==> config.mk <==
export PLATFORM = sky130hd
export DESIGN_NAME = oag_core
export DESIGN_NICKNAME = d
export VERILOG_FILES = /design/src/verilog/oag_pkg.sv /design/src/verilog/oag_core.sv /design/src/verilog/oag_ptr_step.sv
export VERILOG_INCLUDE_DIRS = /design/src /design/src/verilog
export SDC_FILE = /design/constraint.sdc
export NUM_CORES = 1
export LEC_CHECK = 0
export BUFFER_PORTS_ARGS = -buffer_cell sky130_fd_sc_hd__buf_2
export CORE_UTILIZATION = 47
export CTS_CLUSTER_DIAMETER = 80
export DETAILED_ROUTE_END_ITERATION = 7
export HOLD_SLACK_MARGIN = 0.06
export PLACE_DENSITY = 0.78
export SETUP_SLACK_MARGIN = 0.2
export SYNTH_ARGS = -nofsm -noshare
export SYNTH_HDL_FRONTEND = slang
export SYNTH_SLANG_ARGS = --single-unit
==> constraint.sdc <==
create_clock -name clk_sys -period 2.6 [get_ports clk_sys]
set_input_delay 0.13 -clock clk_sys [delete_from_list [all_inputs] [get_ports clk_sys]]
set_output_delay 0.13 -clock clk_sys [all_outputs]
set_load 0.01 [all_outputs]
==> src/verilog/oag_defs.svh <==
// constants for the operand address generation block
// assumes inclusion by the design modules
//
// Contract
// - direct mode address is instruction byte
// - indirect uses first or second pointer
// - access at old pointer, then step
// - post step offered on load, exchange
// - immediate operand is next program byte
// - short load writes nibble into pointer
// - short load clears pointer high nibble
// - table read address from pc bytes
// - accumulator replaces pc low byte
// - table byte to accumulator, pc restored
// - set, clear, test any data bit
// - three pointers: two indirect, one stack
// - most single-byte ops take one cycle
// - program counter is fifteen bits wide
`ifndef OAG_DEFS_SVH
`define OAG_DEFS_SVH
`define OAG_DW 8
`define OAG_PCW 15
`define OAG_NIB_W 4
`define OAG_HI_ZERO 4'h0
`define OAG_PTR_RST 8'h00
`define OAG_ACC_RST 8'h00
`define OAG_PC_RST 15'h0000
`define OAG_PC_STEP 15'h0001
`define OAG_PTR_STEP 8'h01
`define OAG_ADDR_PTR0 8'hFE
`define OAG_ADDR_PTR1 8'hFC
`define OAG_ADDR_SP 8'hFD
`endif

==> src/verilog/oag_pkg.sv <==
// types for the operand address generation block
// assumes nothing beyond the defines header
package oag_pkg;
    typedef enum logic [3:0] {
        OAG_OP_NOP,
        OAG_OP_LD_DIR,
        OAG_OP_LD_IND,
        OAG_OP_X_IND,
        OAG_OP_ST_DIR,
        OAG_OP_LD_IMM,
        OAG_OP_LD_PTR0_SHORT,
        OAG_OP_LOAD_ACC_FROM_PROGRAM_TABLE,
        OAG_OP_BIT_SET,
        OAG_OP_BIT_CLR,
        OAG_OP_BIT_TEST
    } oag_op_t;
    typedef enum logic [1:0] {
        OAG_STEP_NONE,
        OAG_STEP_INC,
        OAG_STEP_DEC
    } oag_step_t;
    typedef enum logic [1:0] {
        OAG_ST_IDLE,
        OAG_ST_RMW,
        OAG_ST_TABLE
    } oag_state_t;
endpackage

==> src/verilog/oag_core.sv <==
// operand address generation: data and program memory addressing
// assumes synchronous data memory: read valid the cycle after dmem_rd; program memory read is combinational
`include "oag_defs.svh"
`timescale 1ns/1ps
`default_nettype none
module oag_core #(
    parameter int DW = `OAG_DW,
    parameter int PCW = `OAG_PCW
) (
    input wire logic clk_sys,
    input wire logic rst_n,
    input wire logic op_valid,
    input wire oag_pkg::oag_op_t op_code,
    input wire logic ptr_sel,
    input wire oag_pkg::oag_step_t ptr_step,
    input wire logic [DW-1:0] op_byte,
    input wire logic [2:0] bit_idx,
    output logic op_ready,
    output logic [PCW-1:0] pmem_addr,
    input wire logic [DW-1:0] pmem_rdata,
    output logic [DW-1:0] dmem_addr,
    output logic dmem_rd,
    output logic dmem_wr,
    output logic [DW-1:0] dmem_wdata,
    input wire logic [DW-1:0] dmem_rdata,
    output logic [DW-1:0] acc_out,
    output logic [DW-1:0] ptr0_out,
    output logic [DW-1:0] ptr1_out,
    output logic [DW-1:0] stack_pointer_reg,
    output logic [PCW-1:0] pc_out,
    output logic bit_flag
);
    // ********************************************************
    // state
    // ********************************************************
    oag_pkg::oag_state_t state_q;
    logic [DW-1:0] acc_q;
    logic [DW-1:0] ptr0_q;
    logic [DW-1:0] ptr1_q;
    logic [DW-1:0] sp_q;
    logic [PCW-1:0] pc_q;
    logic [DW-1:0] rmw_addr_q;
    logic [2:0] rmw_bit_q;
    logic rmw_set_q;
    logic rmw_test_q;
    logic xchg_q;
    logic bit_flag_q;
    logic [DW-1:0] sel_ptr;
    logic [DW-1:0] stepped_ptr;
    logic take;
    logic is_ind;
    logic [DW-1:0] pc_low_byte;
    logic [DW-1:0] pc_upper_byte;

    // decode used by the pointer update and the step checks
    function automatic logic uses_ptr(input oag_pkg::oag_op_t op);
        return op == oag_pkg::OAG_OP_LD_IND || op == oag_pkg::OAG_OP_X_IND;
    endfunction

    assign take = op_valid && op_ready;
    assign is_ind = uses_ptr(op_code);
    assign sel_ptr = ptr_sel ? ptr1_q : ptr0_q;
    assign pc_low_byte = pc_q[DW-1:0];
    assign pc_upper_byte = {1'b0, pc_q[PCW-1:DW]};
    // single-cycle ops accept every cycle; bit and table ops take two
    assign op_ready = (state_q == oag_pkg::OAG_ST_IDLE);

    oag_ptr_step #(
        .W(DW)
    ) u_step (
        .ptr_in(sel_ptr),
        .step(ptr_step),
        .ptr_out(stepped_ptr)
    );

    // ********************************************************
    // memory addressing
    // ********************************************************
    always_comb begin
        dmem_addr = op_byte;
        dmem_rd = 1'b0;
        dmem_wr = 1'b0;
        dmem_wdata = acc_q;
        pmem_addr = pc_q;
        if (state_q == oag_pkg::OAG_ST_RMW) begin
            dmem_addr = rmw_addr_q;
            dmem_wr = !rmw_test_q;
            dmem_wdata = dmem_rdata;
            dmem_wdata[rmw_bit_q] = rmw_set_q;
        end else if (state_q == oag_pkg::OAG_ST_TABLE) begin
            // accumulator stands in for the low pc byte
            pmem_addr = {pc_q[PCW-1:DW], acc_q};
        end else if (op_valid) begin
            case (op_code)
                oag_pkg::OAG_OP_LD_DIR: dmem_rd = 1'b1;
                oag_pkg::OAG_OP_ST_DIR: dmem_wr = 1'b1;
                oag_pkg::OAG_OP_LD_IND: begin
                    dmem_addr = sel_ptr;
                    dmem_rd = 1'b1;
                end
                oag_pkg::OAG_OP_X_IND: begin
                    dmem_addr = sel_ptr;
                    dmem_rd = 1'b1;
                    dmem_wr = 1'b1;
                end
                oag_pkg::OAG_OP_BIT_SET, oag_pkg::OAG_OP_BIT_CLR,
                oag_pkg::OAG_OP_BIT_TEST: dmem_rd = 1'b1;
                default: ;
            endcase
        end
    end

    // ********************************************************
    // sequencing
    // ********************************************************
    always_ff @(posedge clk_sys) begin
        if (!rst_n) begin
            state_q <= oag_pkg::OAG_ST_IDLE;
        end else begin
            case (state_q)
                oag_pkg::OAG_ST_IDLE: begin
                    if (take && op_code == oag_pkg::OAG_OP_LOAD_ACC_FROM_PROGRAM_TABLE) begin
                        state_q <= oag_pkg::OAG_ST_TABLE;
                    end else if (take && (op_code == oag_pkg::OAG_OP_BIT_SET ||
                        op_code == oag_pkg::OAG_OP_BIT_CLR ||
                        op_code == oag_pkg::OAG_OP_BIT_TEST)) begin
                        state_q <= oag_pkg::OAG_ST_RMW;
                    end
                end
                default: state_q <= oag_pkg::OAG_ST_IDLE;
            endcase
        end
    end

    always_ff @(posedge clk_sys) begin
        if (!rst_n) begin
            rmw_addr_q <= `OAG_PTR_RST;
            rmw_bit_q <= 3'h0;
            rmw_set_q <= 1'b0;
            rmw_test_q <= 1'b0;
            xchg_q <= 1'b0;
        end else begin
            xchg_q <= take && (op_code == oag_pkg::OAG_OP_LD_IND ||
                op_code == oag_pkg::OAG_OP_X_IND || op_code == oag_pkg::OAG_OP_LD_DIR);
            if (take) begin
                rmw_addr_q <= op_byte;
                rmw_bit_q <= bit_idx;
                rmw_set_q <= (op_code == oag_pkg::OAG_OP_BIT_SET);
                rmw_test_q <= (op_code == oag_pkg::OAG_OP_BIT_TEST);
            end
        end
    end

    // ********************************************************
    // pointers
    // ********************************************************
    // the step lands after the access uses the old value
    always_ff @(posedge clk_sys) begin
        if (!rst_n) begin
            ptr0_q <= `OAG_PTR_RST;
            ptr1_q <= `OAG_PTR_RST;
            sp_q <= `OAG_PTR_RST;
        end else if (take && op_code == oag_pkg::OAG_OP_LD_PTR0_SHORT) begin
            ptr0_q <= {`OAG_HI_ZERO, op_byte[`OAG_NIB_W-1:0]};
        end else if (take && is_ind) begin
            if (ptr_sel) begin
                ptr1_q <= stepped_ptr;
            end else begin
                ptr0_q <= stepped_ptr;
            end
        end
    end

    // ********************************************************
    // accumulator, flag and program counter
    // ********************************************************
    always_ff @(posedge clk_sys) begin
        if (!rst_n) begin
            acc_q <= `OAG_ACC_RST;
            bit_flag_q <= 1'b0;
        end else if (state_q == oag_pkg::OAG_ST_TABLE) begin
            acc_q <= pmem_rdata;
        end else if (state_q == oag_pkg::OAG_ST_RMW) begin
            if (rmw_test_q) begin
                bit_flag_q <= dmem_rdata[rmw_bit_q];
            end
        end else if (xchg_q) begin
            acc_q <= dmem_rdata;
        end else if (take && op_code == oag_pkg::OAG_OP_LD_IMM) begin
            acc_q <= pmem_rdata;
        end
    end

    // pc is never overwritten by the table access, so it comes back intact
    always_ff @(posedge clk_sys) begin
        if (!rst_n) begin
            pc_q <= `OAG_PC_RST;
        end else if (state_q == oag_pkg::OAG_ST_TABLE) begin
            pc_q <= pc_q + `OAG_PC_STEP;
        end else if (take && op_code != oag_pkg::OAG_OP_LOAD_ACC_FROM_PROGRAM_TABLE) begin
            pc_q <= pc_q + `OAG_PC_STEP;
        end
    end

    assign acc_out = acc_q;
    assign ptr0_out = ptr0_q;
    assign ptr1_out = ptr1_q;
    assign stack_pointer_reg = sp_q;
    assign pc_out = pc_q;
    assign bit_flag = bit_flag_q;

    // ********************************************************
    // checks
    // ********************************************************
    a_short_load_nibble: assert property (@(posedge clk_sys) disable iff (!rst_n)
        take && op_code == oag_pkg::OAG_OP_LD_PTR0_SHORT |=>
        ptr0_q == {4'h0, $past(op_byte[3:0])})
        else $error("short pointer load wrong");
    a_step_after_use: assert property (@(posedge clk_sys) disable iff (!rst_n)
        take && is_ind && !ptr_sel && ptr_step == oag_pkg::OAG_STEP_INC |->
        dmem_addr == ptr0_q ##1 ptr0_q == $past(dmem_addr) + 8'h01)
        else $error("pointer post increment wrong");
    a_step_dec_wrap: assert property (@(posedge clk_sys) disable iff (!rst_n)
        take && is_ind && ptr_sel && ptr_step == oag_pkg::OAG_STEP_DEC &&
        ptr1_q == 8'h00 |=> ptr1_q == 8'hFF)
        else $error("pointer decrement did not wrap");
    a_direct_addr: assert property (@(posedge clk_sys) disable iff (!rst_n)
        take && op_code == oag_pkg::OAG_OP_LD_DIR |-> dmem_addr == op_byte && dmem_rd)
        else $error("direct address wrong");
    a_table_addr: assert property (@(posedge clk_sys) disable iff (!rst_n)
        take && op_code == oag_pkg::OAG_OP_LOAD_ACC_FROM_PROGRAM_TABLE |=>
        pmem_addr == {$past(pc_q[14:8]), $past(acc_q)})
        else $error("table address wrong");
    a_table_pc_next: assert property (@(posedge clk_sys) disable iff (!rst_n)
        take && op_code == oag_pkg::OAG_OP_LOAD_ACC_FROM_PROGRAM_TABLE |=> ##1 pc_q == $past(pc_q, 2) + 15'h0001)
        else $error("pc not advanced after table read");
    a_table_acc: assert property (@(posedge clk_sys) disable iff (!rst_n)
        state_q == oag_pkg::OAG_ST_TABLE |=> acc_q == $past(pmem_rdata))
        else $error("table byte not loaded");
    a_bit_two_cycle: assert property (@(posedge clk_sys) disable iff (!rst_n)
        take && op_code == oag_pkg::OAG_OP_BIT_SET |=> !op_ready && dmem_wr &&
        dmem_addr == $past(op_byte) ##1 op_ready)
        else $error("bit set sequence wrong");
    a_single_cycle: assert property (@(posedge clk_sys) disable iff (!rst_n)
        take && op_code == oag_pkg::OAG_OP_LD_DIR |=> op_ready)
        else $error("single cycle op stalled");
endmodule
`default_nettype wire

==> src/verilog/oag_ptr_step.sv <==
// pointer post-step unit
// assumes a synchronous caller that samples ptr_out as the next value
`include "oag_defs.svh"
`timescale 1ns/1ps
`default_nettype none
module oag_ptr_step #(
    parameter int W = `OAG_DW
) (
    input wire logic [W-1:0] ptr_in,
    input wire oag_pkg::oag_step_t step,
    output logic [W-1:0] ptr_out
);
    // plain W-bit arithmetic drops the carry, giving the wrap
    always_comb begin
        case (step)
            oag_pkg::OAG_STEP_INC: ptr_out = ptr_in + W'(`OAG_PTR_STEP);
            oag_pkg::OAG_STEP_DEC: ptr_out = ptr_in - W'(`OAG_PTR_STEP);
            default: ptr_out = ptr_in;
        endcase
    end
endmodule
`default_nettype wire
==> flow_summary.ini <==
[clocking]
max-clock-path-buffers = 2
cts_max_level = 2
numCtsBuffers = 5
cts.clk_slew.worst_paths_ns = 0.11
post_cts_buffers = 0
clock-sinks = 56
cts_tree = built
clk_latency_ns = 0.31
clock-root-buffer = clkbuf_8

[global_route]
grt_antenna_before_repair = 0
overflow = 0
grt_pass1_wl_um = 16500
grt_pass1_vias = 3388
grt_start_max_net_pins = 34
track_usage_pct = 24.3

[setup_path]
slowest_delay_ns = 0.47
critPathLaunchType = register
cp.arrival_ns = 2.59
regToRegSetupSlack_ns = 0.28
crit_chain = mux2i_2 > inv_1 > ha_1 > a21o_1 > a31oi_1 > o221ai_1 > o21bai_4 > xnor2_2 > or4b_1 > nand3_1
slowest_stage = or4b_1
cp-end-kind = register
path_buf_inv = 1
critical_path_class = register to register
critical_path_required_ns = 2.86
critical_path.top_delay_family = compound AO/OA/AOI/OAI gates
cp_max_fo = 4

[pwr]
p_clk_share_pct = 28.5
p_sw_share_pct = 30.0
leakage_nw = 2.09
p_switching_mw = 0.518
sequentialPowerShare_pct = 52.5
peakVddDrop_mv = 0.268
p_int_mw = 1.21
combPwrFrac_pct = 19.0
cellPowerDensity_nw_per_um2 = 382

[timing]
post-route-period-util_pct = 89.4
fmax_mhz = 430
tightestPinTransition_ns = 0.721
rsz0062_at_grt = false
setup_viol_count_final = 0
finalSetupTns_ns = 0
maxSlewViolCount = 0
post-route-min-period_ns = 2.32
relSlewSlack_pct = 51.7
skew_ns = 0.0115
hold_violations = 0

[layout]
stdcell_count = 694
antenna_cells = 0
syn_to_final_growth_pct = 18.7
drive_gt1_share_pct = 26.2
nNetsFinal = 636
final_core_util_pct = 58.2
stdcell_area_um2 = 4520

[routing]
routed_via_density = 5.41
drtPass1Iterations = 4
drtIter0Drc = 193
wl_um = 10200
vias = 3753
postRouteAntennaNets = 0
route.detailed.drc = 0
wire_per_inst_um = 14.7

[job]
maxCapViolations = 0

[synth]
ys.flop_type = dfxtp_1
yosys-top-cells-area = dfxtp_1 (29%), nand2_1 (9.8%), mux2i_1 (6.3%)
yosysMostFrequentCell = nand2_1
yosys_register_bits = 56
synth-edff-count = 0
synth_common_cells = nand2_1 (100), dfxtp_1 (56), o21ai_0 (37)
syn-cell-area_um2 = 3810
ys_seq_area_share_pct = 29.4
async_flop_share_pct = 0
ys_warn_count = 0
synth_area_per_cell_um2 = 7.70
yosysTopAreaCell = dfxtp_1
syn_inst = 495
yosysUniqueCellTypes = 66
synth_top_area_share_pct = 29.4

[placed_design]
hpwlAfterDp_um = 7830
dp_cells = 685
port_buffers = 110
dpl_cell_area_um2 = 4420
gp_congestion = 0.899

[floorplan]
core-area_um2 = 7770
ios = 119
num_rows = 32
die_h_um = 92.1
dieArea_um2 = 8480
start_util_pct = 49.1
die_w_um = 92.1

[run_status]
status = finished, final reports clean

[min_path]
hp-class = input port to register
==> path summary, 6_finish.rpt <==
| check | from | end | cells past startpoint |
|---|---|---|---|
| setup reg to reg | ptr0_out[3] | ptr1_out[7] | 10 |
| hold reg to reg | rmw_addr_q[5] | rmw_addr_q[5] | 2 |
| setup / recovery | ptr0_out[3] | ptr1_out[7] | 10 |
| hold / removal | op_byte[5] | rmw_addr_q[5] | 3 |
==> power groups by stage <==
stage / clock (mW) / sequential (mW) / combinational [mW]
3_5_place_dp: 0 / 0.928 / 0.324
2_1_floorplan: 0 / 0.920 / 0.222
3_3_place_gp: 0 / 0.926 / 0.320
6_report: 0.493 / 0.909 / 0.328
5_1_grt: 0.544 / 0.914 / 0.363
4_1_cts: 0.508 / 0.908 / 0.327
==> layout make-up <==
class	instances	area, um^2
Fill cell	735	3240
Multi-Input combinational cell	390	2460
Sequential cell	56	1120
Timing Repair Buffer	126	673
Tap cell	102	128
Clock buffer	5	68.8
Inverter	12	45.0
Clock inverter	3	23.8
==> sequential cells by signal (all words and copies together) (netlist names) <==
register    flops
ptr0_out        8
rmw_test_q      1
bit_flag        1
xchg_q          1
rmw_set_q       1
ptr1_out        8
state_q         2
pc_out         15
rmw_addr_q      8
acc_out         8
rmw_bit_q       3
==> layout by cell type (no fill, tap or decap), types with 2 or more instances in the layout <==
| cell | synthesis | routed |
|---|---|---|
| xnor2_1 | 15 | 14 |
| and2_1 | 22 | 22 |
| o21ai_0 | 37 | 37 |
| nor3_1 | 4 | 4 |
| inv_2 | 2 | 2 |
| and4b_1 | 2 | 2 |
| conb_1 | 1 | 8 |
| a31oi_1 | 3 | 3 |
| buf_4 | 15 | 15 |
| mux2i_1 | 24 | 23 |
| a22oi_1 | 4 | 4 |
| or3_1 | 4 | 4 |
| ha_1 | 8 | 7 |
| a21boi_0 | 19 | 19 |
| nand2_1 | 100 | 100 |
| o311ai_0 | 2 | 2 |
| nor4_1 | 2 | 2 |
| mux2_2 | 3 | 2 |
| mux2i_2 | 1 | 2 |
| clkbuf_8 | 0 | 5 |
| o211ai_1 | 5 | 5 |
| nand3_1 | 14 | 14 |
| a21oi_1 | 18 | 18 |
| nand4_1 | 8 | 8 |
| mux2_4 | 2 | 3 |
| dfxtp_1 | 56 | 56 |
| nor2b_1 | 5 | 5 |
| nor3b_1 | 5 | 5 |
| nand2b_1 | 4 | 3 |
| and3_1 | 2 | 2 |
| nor2_1 | 31 | 31 |
| a311oi_1 | 2 | 2 |
| xor2_1 | 4 | 4 |
| a21boi_1 | 4 | 4 |
| clkinvlp_4 | 0 | 2 |
| buf_2 | 4 | 110 |
| inv_1 | 10 | 10 |
| a21o_1 | 2 | 2 |
==> kinds of logic after synthesis <==
family          count (synthesis)  synth area share (%)
compound gates                107                  18.0
xor+xnor                       19                  4.36
fa+ha+maj                       8                  2.63
buf+inv                        56                  7.61
flops                          56                  29.4
mux                            32                  9.52
other cells                     1                0.0984
simple gates                  216                  28.4
==> worst min-delay path, stage by stage <==
cell	delay (ns)
buf_2	0.10
nand2_1	0.04
a21boi_0	0.06
==> through the flow <==
stage | hold WS, ns | setup WS, ns | total power, mW
after global routing | 0.0753 | 0.214 | 1.82
after floorplan | 0.275 | 0.213 | 1.14
final | 0.0659 | 0.276 | 1.73
after CTS | 0.0656 | 0.239 | 1.74
after detailed placement | 0.392 | 0.0845 | 1.25
after global placement | 0.386 | 0.208 | 1.25
==> metal layers <==
layer  vias to the layer above  track usage [%]  routed length (um)
met4                         0             6.64                 164
met2                       119             41.4                4950
li1                       1892                -                   -
met1                      1729             32.2                4580
met3                        13             2.90                 505
met5                         -                0                   0
==> timing repair <==
item,CTS,global route
gates resized for setup,0,2
hold buffers,1,0
setup endpoints to repair,0,8
endpoints found under the hold margin,1,0
Power figures use the tool's default switching activity.
